`src/vccs_defs.svh`:
```
`ifndef VCCS_DEFS_SVH
`define VCCS_DEFS_SVH

// ------------------------------------------------------------
// Implementation parameters
// ------------------------------------------------------------
`define VCCS_MAX_ELEMENT_BITS   32
`define VCCS_REG_WIDTH_BITS     128
`define VCCS_REG_WIDTH_LIMIT    65536
`define VCCS_NUM_VREGS          32
`define VCCS_HYP_PRESENT        1'b1

// ------------------------------------------------------------
// Vector CSR numbers
// ------------------------------------------------------------
`define VCCS_ADDR_START_INDEX   12'h008
`define VCCS_ADDR_SAT_FLAG      12'h009
`define VCCS_ADDR_ROUND_MODE    12'h00a
`define VCCS_ADDR_RSVD_LO       12'h00b
`define VCCS_ADDR_RSVD_HI       12'h00e
`define VCCS_ADDR_CTRL_STATUS   12'h00f
`define VCCS_ADDR_ELEM_COUNT    12'hc20
`define VCCS_ADDR_TYPE_CONFIG   12'hc21
`define VCCS_ADDR_BYTE_COUNT    12'hc22

// ------------------------------------------------------------
// Field positions
// ------------------------------------------------------------
`define VCCS_CTX_HI             10
`define VCCS_CTX_LO             9
`define VCCS_SD_BIT             31
`define VCCS_CS_SAT_BIT         0
`define VCCS_CS_RM_HI           2
`define VCCS_CS_RM_LO           1
`define VCCS_TYPE_ILL_BIT       31

// ------------------------------------------------------------
// Reset values
// ------------------------------------------------------------
`define VCCS_RST_START_INDEX    16'h0000
`define VCCS_RST_SAT_FLAG       1'b0
`define VCCS_RST_ROUND_MODE     2'h0
`define VCCS_RST_ELEM_COUNT     32'h0000_0000
`define VCCS_RST_TYPE_CONFIG    32'h8000_0000

`endif

```
`src/vccs_pkg.sv`:
```
package vccs_pkg;

  // Context state encoding, floating-point convention
  typedef enum logic [1:0] {
    VCCS_CTX_OFF     = 2'h0,
    VCCS_CTX_INITIAL = 2'h1,
    VCCS_CTX_CLEAN   = 2'h2,
    VCCS_CTX_DIRTY   = 2'h3
  } vccs_ctx_e;

  typedef enum logic [1:0] {
    VCCS_REQ_CSR_READ,
    VCCS_REQ_CSR_WRITE,
    VCCS_REQ_VEC_OP,
    VCCS_REQ_VEC_CFG
  } vccs_req_kind_e;

  typedef struct packed {
    logic           valid;
    vccs_req_kind_e kind;
    logic [11:0]    csr_addr;
    logic [31:0]    wdata;
    logic           modifies;
    logic           vreg_we;
    logic [4:0]     vreg_idx;
    logic [127:0]   vreg_data;
    logic [31:0]    cfg_count;
    logic [31:0]    cfg_type;
  } vccs_req_s;

  typedef struct packed {
    logic        valid;
    logic        illegal;
    logic [31:0] rdata;
  } vccs_resp_s;

  typedef struct packed {
    logic      we;
    vccs_ctx_e value;
  } vccs_ctx_wr_s;

endpackage : vccs_pkg

```
`src/vccs_vreg_file.sv`:
```
`timescale 1ns/100ps
`include "vccs_defs.svh"

module vccs_vreg_file
  import vccs_pkg::*;
(
  input  wire logic         clock,
  input  wire logic         we,
  input  wire logic [4:0]   wr_idx,
  input  wire logic [127:0] wr_data,
  input  wire logic [4:0]   rd_idx,
  output logic      [127:0] rd_data
);

  // ------------------------------------------------------------
  // Register storage
  // ------------------------------------------------------------
  logic [`VCCS_REG_WIDTH_BITS-1:0] vreg [`VCCS_NUM_VREGS];

  always_ff @(posedge clock) begin
    if (we) begin
      vreg[wr_idx] <= wr_data;
    end
  end

  always_ff @(posedge clock) begin
    rd_data <= vreg[rd_idx];
  end

endmodule : vccs_vreg_file

```
`src/vccs_top.sv`:
```
`timescale 1ns/100ps
`include "vccs_defs.svh"

// Summary of operation
// - Element width fixed, power of two
// - Register width power of two, bounded
// - Thirty-two registers of register width
// - Seven vector CSRs at fixed numbers
// - Byte count reads register width/8
// - CSR numbers 0x00b-0x00e stay unassigned
// - Context field at bits 10:9, mirrored
// - Off machine field traps vector accesses
// - Vector state change sets Dirty, except start_index zeroed by a vector op without modifies or vreg_we
// - Dirty may be set without change
// - Machine summary bit set when Dirty
// - Machine field exists without vector enable
// - Guest field at bits 10:9 with hypervisor
// - Guest mode traps if either Off
// - Guest mode change dirties both fields
// - Guest summary bit set when Dirty
// - Guest field exists without vector enable
// - Type CSR changed only by config

module vccs_top
  import vccs_pkg::*;
(
  input  wire logic         clock,
  input  wire logic         rst_n,
  input  wire vccs_req_s    req,
  output vccs_resp_s        resp,
  input  wire logic         guest_mode,
  input  wire logic         vector_enable,
  input  wire vccs_ctx_wr_s mach_ctx_wr,
  input  wire vccs_ctx_wr_s guest_ctx_wr,
  input  wire logic         mach_sd_other,
  input  wire logic         guest_sd_other,
  output logic      [31:0]  mach_status_view,
  output logic      [31:0]  super_status_view,
  output logic      [31:0]  guest_status_view,
  input  wire logic [4:0]   vreg_rd_idx,
  output logic      [127:0] vreg_rd_data
);

  // ------------------------------------------------------------
  // Parameter checks
  // ------------------------------------------------------------
  localparam int ELEM_BITS = `VCCS_MAX_ELEMENT_BITS;
  localparam int REG_BITS  = `VCCS_REG_WIDTH_BITS;
  localparam logic ELEM_OK = (ELEM_BITS >= 8) && ((ELEM_BITS & (ELEM_BITS - 1)) == 0);
  localparam logic REG_OK  = (REG_BITS >= ELEM_BITS) && ((REG_BITS & (REG_BITS - 1)) == 0)
                             && (REG_BITS <= `VCCS_REG_WIDTH_LIMIT);
  localparam logic [31:0] BYTE_COUNT = 32'(REG_BITS / 8);

  // ------------------------------------------------------------
  // State
  // ------------------------------------------------------------
  vccs_ctx_e   mach_ctx;
  vccs_ctx_e   guest_ctx;
  logic [15:0] start_index;
  logic        sat_flag;
  logic [1:0]  round_mode;
  logic [31:0] elem_count;
  logic [31:0] type_config;
  logic        resp_valid;
  logic        resp_illegal;
  logic [31:0] resp_rdata;

  logic        blocked;
  logic        addr_known;
  logic        addr_writable;
  logic        illegal;
  logic        accepted;
  logic        changes_state;
  logic [31:0] read_value;
  logic        guest_active;
  vccs_ctx_e   next_mach_ctx;
  vccs_ctx_e   next_guest_ctx;

  assign guest_active = guest_mode && `VCCS_HYP_PRESENT;

  // ------------------------------------------------------------
  // Trap decision
  // ------------------------------------------------------------
  always_comb begin
    blocked = (mach_ctx == VCCS_CTX_OFF) || !ELEM_OK || !REG_OK;
    if (guest_active && (guest_ctx == VCCS_CTX_OFF)) begin
      blocked = 1'b1;
    end
  end

  always_comb begin
    addr_known    = 1'b0;
    addr_writable = 1'b0;
    read_value    = 32'h0000_0000;
    case (req.csr_addr)
      `VCCS_ADDR_START_INDEX: begin
        addr_known    = 1'b1;
        addr_writable = 1'b1;
        read_value    = {16'h0000, start_index};
      end
      `VCCS_ADDR_SAT_FLAG: begin
        addr_known    = 1'b1;
        addr_writable = 1'b1;
        read_value    = {31'h0000_0000, sat_flag};
      end
      `VCCS_ADDR_ROUND_MODE: begin
        addr_known    = 1'b1;
        addr_writable = 1'b1;
        read_value    = {30'h0000_0000, round_mode};
      end
      `VCCS_ADDR_CTRL_STATUS: begin
        addr_known    = 1'b1;
        addr_writable = 1'b1;
        read_value    = {29'h0000_0000, round_mode, sat_flag};
      end
      `VCCS_ADDR_ELEM_COUNT: begin
        addr_known = 1'b1;
        read_value = elem_count;
      end
      `VCCS_ADDR_TYPE_CONFIG: begin
        addr_known = 1'b1;
        read_value = type_config;
      end
      `VCCS_ADDR_BYTE_COUNT: begin
        addr_known = 1'b1;
        read_value = BYTE_COUNT;
      end
      default: begin
        addr_known = 1'b0;
      end
    endcase
  end

  always_comb begin
    illegal = 1'b0;
    case (req.kind)
      VCCS_REQ_CSR_READ: begin
        illegal = blocked || !addr_known;
      end
      VCCS_REQ_CSR_WRITE: begin
        illegal = blocked || !addr_writable;
      end
      VCCS_REQ_VEC_OP,
      VCCS_REQ_VEC_CFG: begin
        illegal = blocked;
      end
      default: begin
        illegal = 1'b1;
      end
    endcase
  end

  assign accepted = req.valid && !illegal;

  // Writes, config and register updates change state; config always dirties
  always_comb begin
    changes_state = 1'b0;
    case (req.kind)
      VCCS_REQ_CSR_WRITE: changes_state = 1'b1;
      VCCS_REQ_VEC_CFG:   changes_state = 1'b1;
      VCCS_REQ_VEC_OP:    changes_state = req.modifies || req.vreg_we;
      default:            changes_state = 1'b0;
    endcase
    changes_state = changes_state && accepted;
  end

  // ------------------------------------------------------------
  // Context state fields
  // ------------------------------------------------------------
  always_comb begin
    next_mach_ctx = mach_ctx;
    if (mach_ctx_wr.we) begin
      next_mach_ctx = mach_ctx_wr.value;
    end
    if (changes_state) begin
      next_mach_ctx = VCCS_CTX_DIRTY;
    end
  end

  always_comb begin
    next_guest_ctx = guest_ctx;
    if (guest_ctx_wr.we && `VCCS_HYP_PRESENT) begin
      next_guest_ctx = guest_ctx_wr.value;
    end
    if (changes_state && guest_active) begin
      next_guest_ctx = VCCS_CTX_DIRTY;
    end
  end

  always_ff @(posedge clock) begin
    if (!rst_n) begin
      mach_ctx <= VCCS_CTX_OFF;
    end else begin
      mach_ctx <= next_mach_ctx;
    end
  end

  always_ff @(posedge clock) begin
    if (!rst_n) begin
      guest_ctx <= VCCS_CTX_OFF;
    end else begin
      guest_ctx <= next_guest_ctx;
    end
  end

  // ------------------------------------------------------------
  // Status views
  // ------------------------------------------------------------
  always_comb begin
    mach_status_view = 32'h0000_0000;
    mach_status_view[`VCCS_CTX_HI:`VCCS_CTX_LO] = mach_ctx;
    mach_status_view[`VCCS_SD_BIT] = (mach_ctx == VCCS_CTX_DIRTY) || mach_sd_other;
    super_status_view = mach_status_view;
  end

  always_comb begin
    guest_status_view = 32'h0000_0000;
    if (`VCCS_HYP_PRESENT) begin
      guest_status_view[`VCCS_CTX_HI:`VCCS_CTX_LO] = guest_ctx;
      guest_status_view[`VCCS_SD_BIT] = (guest_ctx == VCCS_CTX_DIRTY) || guest_sd_other;
    end
  end

  // ------------------------------------------------------------
  // Read-write vector CSRs
  // ------------------------------------------------------------
  always_ff @(posedge clock) begin
    if (!rst_n) begin
      start_index <= `VCCS_RST_START_INDEX;
    end else if (accepted && req.kind == VCCS_REQ_CSR_WRITE
                 && req.csr_addr == `VCCS_ADDR_START_INDEX) begin
      start_index <= req.wdata[15:0];
    end else if (accepted && req.kind == VCCS_REQ_VEC_OP) begin
      start_index <= 16'h0000;
    end
  end

  always_ff @(posedge clock) begin
    if (!rst_n) begin
      sat_flag <= `VCCS_RST_SAT_FLAG;
    end else if (accepted && req.kind == VCCS_REQ_CSR_WRITE) begin
      if (req.csr_addr == `VCCS_ADDR_SAT_FLAG) begin
        sat_flag <= req.wdata[0];
      end else if (req.csr_addr == `VCCS_ADDR_CTRL_STATUS) begin
        sat_flag <= req.wdata[`VCCS_CS_SAT_BIT];
      end
    end
  end

  always_ff @(posedge clock) begin
    if (!rst_n) begin
      round_mode <= `VCCS_RST_ROUND_MODE;
    end else if (accepted && req.kind == VCCS_REQ_CSR_WRITE) begin
      if (req.csr_addr == `VCCS_ADDR_ROUND_MODE) begin
        round_mode <= req.wdata[1:0];
      end else if (req.csr_addr == `VCCS_ADDR_CTRL_STATUS) begin
        round_mode <= req.wdata[`VCCS_CS_RM_HI:`VCCS_CS_RM_LO];
      end
    end
  end

  // ------------------------------------------------------------
  // Length and type, set only by config instructions
  // ------------------------------------------------------------
  always_ff @(posedge clock) begin
    if (!rst_n) begin
      elem_count  <= `VCCS_RST_ELEM_COUNT;
      type_config <= `VCCS_RST_TYPE_CONFIG;
    end else if (accepted && req.kind == VCCS_REQ_VEC_CFG) begin
      elem_count  <= req.cfg_count;
      type_config <= req.cfg_type;
    end
  end

  // ------------------------------------------------------------
  // Vector register file
  // ------------------------------------------------------------
  vccs_vreg_file u_vreg_file (
    .clock   (clock),
    .we      (accepted && req.kind == VCCS_REQ_VEC_OP && req.vreg_we),
    .wr_idx  (req.vreg_idx),
    .wr_data (req.vreg_data),
    .rd_idx  (vreg_rd_idx),
    .rd_data (vreg_rd_data)
  );

  // ------------------------------------------------------------
  // Response
  // ------------------------------------------------------------
  always_ff @(posedge clock) begin
    if (!rst_n) begin
      resp_valid   <= 1'b0;
      resp_illegal <= 1'b0;
      resp_rdata   <= 32'h0000_0000;
    end else begin
      resp_valid   <= req.valid;
      resp_illegal <= req.valid && illegal;
      resp_rdata   <= (accepted && req.kind == VCCS_REQ_CSR_READ) ? read_value : 32'h0000_0000;
    end
  end

  assign resp = '{valid: resp_valid, illegal: resp_illegal, rdata: resp_rdata};

endmodule : vccs_top

```
`config.mk`:
```
export PLATFORM = sky130hd
export DESIGN_NAME = vccs_top
export DESIGN_NICKNAME = d
export VERILOG_FILES = /design/src/vccs_pkg.sv /design/src/vccs_vreg_file.sv /design/src/vccs_top.sv
export VERILOG_INCLUDE_DIRS = /design/src
export SDC_FILE = /design/constraint.sdc
export NUM_CORES = 2
export LEC_CHECK = 0
export BUFFER_PORTS_ARGS = -buffer_cell sky130_fd_sc_hd__buf_2
export CAP_MARGIN = 20
export CORE_AREA = 2 2 702 529
export CTS_CLUSTER_SIZE = 8
export DETAILED_ROUTE_END_ITERATION = 10
export DIE_AREA = 0 0 704 531
export GPL_TIMING_DRIVEN = 0
export PLACE_DENSITY = 0.62
export SYNTH_ARGS = -nofsm -noshare
export SYNTH_HDL_FRONTEND = slang
export SYNTH_SLANG_ARGS = --single-unit
```
`constraint.sdc`:
```
create_clock -name clock -period 41.3 [get_ports clock]
set_input_delay 6.195 -clock clock [delete_from_list [all_inputs] [get_ports clock]]
set_output_delay 6.195 -clock clock [all_outputs]
set_load 0.02 [all_outputs]
```
# --- Word-level counts from Yosys, hierarchy flattened ---
# Memory sizes are Yosys's and may differ from the RTL's. A register that Yosys moved wholly into a read port is not among the register bits.
# Cells that the tools add are included.
word_totals:
  out_inout_bits: 258
  regBits: 121
  n_memories: 1
  ram_bits: 4096
  inputBits: 263
op_classes:
  n_mux: 18
  n_reduce_logical: 34
  eq_ne: 12
mem_list:
  columns: ["name", "words", "width", "read_ports", "rd_clocked_by_memory_dff", "wr", "line", "text"]
  rows:
  - ["u_vreg_file.vreg", 32, 128, 1, 1, 1, "vccs_vreg_file.sv:18", "logic [`VCCS_REG_WIDTH_BITS-1:0] vreg [`VCCS_NUM_VREGS];"]
op_table:
  columns: ["operator", "n"]
  rows:
  - ["$pmux 32 s7", 1]
  - ["$eq 12x4->1 const B", 4]
  - ["$eq 12x12->1 const B", 3]
  - ["$mux 16", 2]
  - ["$mux 2", 6]
  - ["$logic_and 1x1->1", 11]
  - ["$reduce_bool 2->1", 5]
  - ["$eq 2x2->1 const B", 4]
  - ["$mux 1", 7]
  - ["$reduce_or 7->1", 1]
  - ["$logic_not 2->1", 3]
  - ["$reduce_and 2->1", 3]
  - ["$logic_or 1x1->1", 5]
  - ["$reduce_or 2->1", 2]
  - ["$reduce_or 4->1", 1]
  - ["$logic_not 1->1", 3]
  - ["$pmux 1 s3", 1]
  - ["$eq 2x1->1 const B", 1]
  - ["$pmux 1 s2", 1]

# --- Longest topological paths before layout ---
logic_depth:
  depth_word: 12
  depth_mapped: 7
  ltp_nobuf: 4

# --- Cells and area by module ---
# Synthesis repeated with hierarchy kept, for this count alone.
unflattened:
  cells_unflattened: 7077
  hier_area_um2: 160586.5
modules_own_cells:
  columns: ["mod", "cells_per_inst", "area_per_inst_um2", "instances"]
  rows:
  - ["vccs_vreg_file", 6440, 155236.4, 1]
  - ["vccs_top", 637, 5350.1, 1]

# --- Least setup slack after synthesis ---
# No wires, ideal clock.
synth_timing:
  kind: "input port to flip-flop"
  startpoint: "in req[245] in the netlist's numbering"
  endpoint: "mem u_vreg_file.vreg[2][0] in the netlist's numbering, enable pin"
  slack_ps: 21362
  arrival_time_ps: 19009
  setup_time_ps: 929
  stages: 4
  path_buffers: 1
  path_cell_list: "buf_2 nor2b_1 nand4_1 nor4_1"
synth_via:
  elab_chain_cells: 5
synth_lines:
  columns: ["element", "line", "text"]
  rows:
  - ["start, declared", "vccs_top.sv:29", "input wire vccs_req_s req,"]
  - ["$logic_and 1x1->1", "vccs_top.sv:153", "assign accepted = req.valid && !illegal;"]
  - ["$logic_and 1x1->1 (2 in series)", "vccs_top.sv:280", ".we (accepted && req.kind == VCCS_REQ_VEC_OP && req.vreg_we),"]
  - ["$mux 1", "vccs_vreg_file.sv:21", "if (we) begin"]
  - ["$mux 1 (implied by the code)", "vccs_vreg_file.sv:22", "vreg[wr_idx] <= wr_data;"]
  - ["end, declared", "vccs_vreg_file.sv:18", null]
# Every way passes these cells.

# --- Worst setup path in the final report ---
layout_timing:
  startpoint: "in mach_sd_other"
  endpoint: "out super_status_view[31]"
layout_via:
  elab_chain_cells: 1
layout_lines:
  columns: ["element", "line", "text"]
  rows:
  - ["start, declared", "vccs_top.sv:35", "input wire logic mach_sd_other,"]
  - ["$logic_or 1x1->1", "vccs_top.sv:212", "mach_status_view[`VCCS_SD_BIT] = (mach_ctx == VCCS_CTX_DIRTY) || mach_sd_other;"]
  - ["end, declared", "vccs_top.sv:38", "output logic [31:0] super_status_view,"]
# Every way passes these cells.

==> tab_implementation.tex <==
\begin{tabular}{lr}
\hline
Metric & Value \\
\hline
\multicolumn{2}{l}{\textbf{Clock tree}} \\
CTS HTree Levels & 6 \\
CTS tree & done \\
Insertion delay to the later sink of the worst-skew pair & 1.06 ns \\
Num CTS Buffers & approximately 620 \\
Post-CTS Repair Setup Buffers & 0 \\
Number of gates given a new drive strength after cts & 0 \\
Maximum clock insertion buffer count & 4 \\
\# hold bufs at CTS & 0 \\
Clk root buf & sky130\_fd\_sc\_hd\_\_clkbuf\_16 \\
Sink count of the clock tree & 4345 \\
Clock transition at the registers of the reported paths & 0.05 ns \\
\multicolumn{2}{l}{\textbf{Detailed routing}} \\
Met2 wire len & 195500 um \\
Antenna viol nets, final & 0 \\
Routed length on met3 & 33680 um \\
Routed length on met1 & 177900 um \\
Via count & around 81000 \\
Routed via count divided by cell count & 5.840 \\
Highest metal layer used by the detailed router & met5 \\
Total wire length after detailed routing & 417200 um \\
Number of DRC markers after the initial detailed-route iteration & 9914 \\
Pre-antenna DRT Iters & 8 \\
Detailed-route DRC error count & 0 \\
Wire length per cell & 30.14 um \\
\multicolumn{2}{l}{\textbf{Pwr}} \\
Cell leakage power & 64.62 nW \\
Design internal power & slightly below 8 mW \\
Net switching component of the power & 2.102 mW \\
Maximum vdd ir drop & 0.00005219 V \\
Combinational group share of total power & 4.7\% \\
Share of total power in the clock network & a little under half \\
Sw Ratio & 21.32\% \\
Sequential share of power & between 40\% and 50\% \\
Total power after layout & 9.856 mW \\
Pwr/cell area & just over 50 mW/mm2 \\
\multicolumn{2}{l}{\textbf{Timing}} \\
Hold violation count in the final report & 0 \\
Post-layout minimum cycle time & 12.91 ns \\
Worst Tran Pin Value & 1.203 ns \\
Worst slew margin & 19.82\% \\
Max Clock Freq & 0.07746 GHz \\
Tcrit/Tclk final & 31.26\% \\
Fin. max-slew vios & 0 \\
Setup violation total in the final timing report & 0 \\
Worst setup skew after layout & 0.04881 ns \\
Total negative slack & 0 ns \\
Final worst slack & 28.39 ns \\
RSZ-0062 raised after global routing & false \\
\multicolumn{2}{l}{\textbf{Yosys}} \\
Proportion of synthesized chip area in sequential cells & 77.71\% \\
Synthesized area per cell & roughly 23 um2 \\
Synth warnings & 0 \\
Total of flip-flops plus latches after synthesis & $\sim$4300 \\
Fraction of registers with async set or reset after synthesis & 0\% \\
Post-synth EDFFs & 4096 \\
Number of distinct library cells after synthesis & 65 \\
Post-synth top flop & sky130\_fd\_sc\_hd\_\_edfxtp\_1 \\
Cell area after technology mapping & about 0.16 mm2 \\
Post-Syn Instances & 7166 \\
\multicolumn{2}{l}{\textbf{Finish}} \\
Net count of the finished layout & 8937 \\
Final Instance Count excl. Fillers & 13840 \\
Ratio of cells with drive above 1 in the final layout & 33.23\% \\
Post-route cell area & 0.1959 mm2 \\
Layout overhead on the synthesized area & 18.93\% \\
\multicolumn{2}{l}{\textbf{Placed design}} \\
Post-placement cell count & between 10000 and 15000 \\
Port-buffer cells & 410 \\
Routability Congestion & between 0.7 and 0.8 \\
Detailed placer's ending HPWL & 278500 um \\
Total placed instance area & 0.1786 mm2 \\
DP Worst Slack & approximately 28 ns \\
\multicolumn{2}{l}{\textbf{Global routing}} \\
Tot GR Track Use & 21.90\% \\
Global-route wire length before repair & 591800 um \\
Initial antenna violation count & 52 \\
Via count of the first global-routing pass & 81570 \\
Pin count of the biggest net entering global routing & 46 \\
Remaining global-route overflow & 0 \\
\multicolumn{2}{l}{\textbf{Floorplanning}} \\
Total Die Area & between 0.3 and 0.4 mm2 \\
Standard-cell rows & 193 \\
Die Wd & 704 um \\
Boundary Pins & 521 \\
Starting density of the core & 44.84\% \\
Core box area & roughly 0.37 mm2 \\
Y dimension of the die & 531 um \\
\multicolumn{2}{l}{\textbf{Hold path}} \\
Class of the tightest hold or removal check & reg -> reg \\
Number of stages on the worst hold path & 2 \\
Terminating pin of the worst hold path & elem\_count[31] \\
Worst Hold Launch & elem\_count[31] \\
\multicolumn{2}{l}{\textbf{Run}} \\
Number of maximum-capacitance violations & 0 \\
\multicolumn{2}{l}{\textbf{Critical path}} \\
Critical setup path kind & in -> out \\
Depth of the most critical reg-to-reg path & 14 \\
Endpoint of the most critical register-to-register path & u\_vreg\_file.vreg[3][25] \\
Arrival @ worst endpoint & approximately 6.7 ns \\
Largest driver fanout on the critical path & 2 \\
FF-to-FF setup slack & 36.63 ns \\
Critical path launch point type & primary input \\
Worst reg2reg path startpoint & mach\_ctx[1] \\
Required time of the worst setup path & approximately 35 ns \\
Element type at the critical path end & output pin \\
\multicolumn{2}{l}{\textbf{Run status}} \\
Status & completed \\
\hline
\end{tabular}
==> metrics by stage <==
| step | hold slack, ns | util, % |
|---|---|---|
| after CTS | 0.4534 | 53.30 |
| after floorplan | 0.4365 | - |
| after detailed placement | 0.4468 | 48.63 |
| after global routing | 0.4685 | 53.31 |
| after global placement | 0.4442 | 47.15 |
| final | 0.4552 | 53.33 |
==> cell usage in the layout, fill, tap and decap left out, drive strengths merged, types with 2 or more instances in the layout <==
master,instances
nand2,164
edfxtp,4096
nor2,25
clkbuf,954
a211oi,19
a311oi,14
and2,4
nand4b,3
or4,3
a221oi,129
or3b,4
nor3,17
nand2b,6
diode,32
nor4,8
a31oi,2
mux4,1024
nor2b,7
and4,6
buf,1180
a22o,128
a32oi,3
o22ai,4
a21oi,67
nand4,9
clkinv,19
nand3,68
mux2i,518
conb,87
dfxtp,249
inv,49
a41oi,16
a21o,2
a22oi,2
o21ai,34
==> how the worst max path moves through the flow <==
stage	from	to	slack [ns]	depth (start not counted)
5_1_grt	mach_sd_other	super_status_view[31]	28.38	4
2_1_floorplan	req[245]	u_vreg_file.vreg[2][0]	21.36	4
4_1_cts	mach_sd_other	super_status_view[31]	28.39	4
6_report	mach_sd_other	super_status_view[31]	28.39	4
3_5_place_dp	mach_sd_other	super_status_view[31]	28.39	4
3_3_place_gp	guest_mode	u_vreg_file.vreg[20][25]	4.60	5
==> power groups by stage <==
stage                     Combinational (mW)  Clock [mW]  Sequential, mW
final                                  0.461        4.54            4.85
after global routing                   0.491        4.82            4.85
after CTS                              0.467        4.63            4.85
after detailed placement               0.466           0            4.93
after global placement                 0.453           0            4.93
after floorplan                        0.240           0            4.95
==> area by class of cell <==
class | count | area [um2]
Buffer | 499 | 3283
Clock buffer | 830 | 16380
Clock inverter | 48 | 810.8
Fill cell | 27640 | 171400
Antenna cell | 32 | 80.08
Sequential cell | 4345 | 128000
Tap cell | 4875 | 6100
Inverter | 21 | 78.83
Timing Repair Buffer | 805 | 7264
Multi-Input combinational cell | 2387 | 33890
==> state kept, by name (all words and copies together), names as in the netlist, 2 cells and up <==
register,count
u_vreg_file.vreg,4096
u_vreg_file.rd_data,128
elem_count,32
resp_rdata,32
type_config,32
start_index,16
guest_ctx,2
mach_ctx,2
round_mode,2
==> worst max-delay path, cell delays in order <==
cell and delay, ns:
sky130_fd_sc_hd__buf_2 0.10, sky130_fd_sc_hd__a21o_1 0.15, sky130_fd_sc_hd__buf_4 0.12, sky130_fd_sc_hd__buf_2 0.15
==> synthesized netlist by cell type (2+ instances only) <==
| cell type | instances | area [um2] |
|---|---|---|
| sky130_fd_sc_hd__a211oi_2 | 14 | 175.2 |
| sky130_fd_sc_hd__nor3_1 | 15 | 75.07 |
| sky130_fd_sc_hd__a21o_1 | 2 | 15.01 |
| sky130_fd_sc_hd__nor4_1 | 6 | 37.54 |
| sky130_fd_sc_hd__nand3_1 | 68 | 340.3 |
| sky130_fd_sc_hd__a22o_1 | 128 | 1121 |
| sky130_fd_sc_hd__a211oi_1 | 5 | 37.54 |
| sky130_fd_sc_hd__a22oi_1 | 2 | 15.01 |
| sky130_fd_sc_hd__nor2_1 | 25 | 93.84 |
| sky130_fd_sc_hd__buf_4 | 103 | 773.2 |
| sky130_fd_sc_hd__nand4b_1 | 2 | 17.52 |
| sky130_fd_sc_hd__and2_1 | 4 | 25.02 |
| sky130_fd_sc_hd__or3b_2 | 3 | 26.28 |
| sky130_fd_sc_hd__nand2b_1 | 6 | 37.54 |
| sky130_fd_sc_hd__a221oi_1 | 124 | 1086 |
| sky130_fd_sc_hd__clkbuf_4 | 7 | 52.55 |
| sky130_fd_sc_hd__mux4_2 | 1024 | 23060 |
| sky130_fd_sc_hd__nand2_1 | 164 | 615.6 |
| sky130_fd_sc_hd__buf_8 | 2 | 30.03 |
| sky130_fd_sc_hd__inv_1 | 20 | 75.07 |
| sky130_fd_sc_hd__dfxtp_1 | 249 | 4985 |
| sky130_fd_sc_hd__nand4_1 | 9 | 56.30 |
| sky130_fd_sc_hd__a21oi_1 | 67 | 335.3 |
| sky130_fd_sc_hd__o22ai_1 | 4 | 25.02 |
| sky130_fd_sc_hd__buf_1 | 6 | 22.52 |
| sky130_fd_sc_hd__or4_1 | 2 | 15.01 |
| sky130_fd_sc_hd__a221oi_2 | 4 | 60.06 |
| sky130_fd_sc_hd__mux2i_1 | 518 | 5185 |
| sky130_fd_sc_hd__o21ai_1 | 10 | 50.05 |
| sky130_fd_sc_hd__edfxtp_1 | 4096 | 123000 |
| sky130_fd_sc_hd__and4_1 | 6 | 52.55 |
| sky130_fd_sc_hd__clkbuf_1 | 116 | 435.4 |
| sky130_fd_sc_hd__buf_6 | 100 | 1126 |
| sky130_fd_sc_hd__a32oi_1 | 3 | 26.28 |
| sky130_fd_sc_hd__a311oi_2 | 14 | 210.2 |
| sky130_fd_sc_hd__a41oi_1 | 16 | 140.1 |
| sky130_fd_sc_hd__o21ai_0 | 24 | 120.1 |
| sky130_fd_sc_hd__nor2b_1 | 7 | 43.79 |
| sky130_fd_sc_hd__buf_2 | 164 | 820.8 |
| sky130_fd_sc_hd__a31oi_1 | 2 | 12.51 |
==> per-layer routing <==
metal | vias up | track usage (%)
met5 | - | 0
met3 | 602 | 4.083
met2 | 3720 | 34.29
met4 | 30 | 5.784
met1 | 43170 | 31.93
li1 | 33310 | -
==> logic make-up (layout without fill, tap and decap cells) <==
logic type	after synthesis	after routing	share of synthesized area (%)
multiplexers	1542	1542	17.15
AO/OA/AOI/OAI	424	424	2.119
buffers and inverters	520	2203	2.031
other	1	119	0.002277
XOR/XNOR	2	2	0.01064
flip-flops	4345	4345	77.71
AND/OR/NAND/NOR	332	332	0.9762
(Power assumes the default switching activity.)
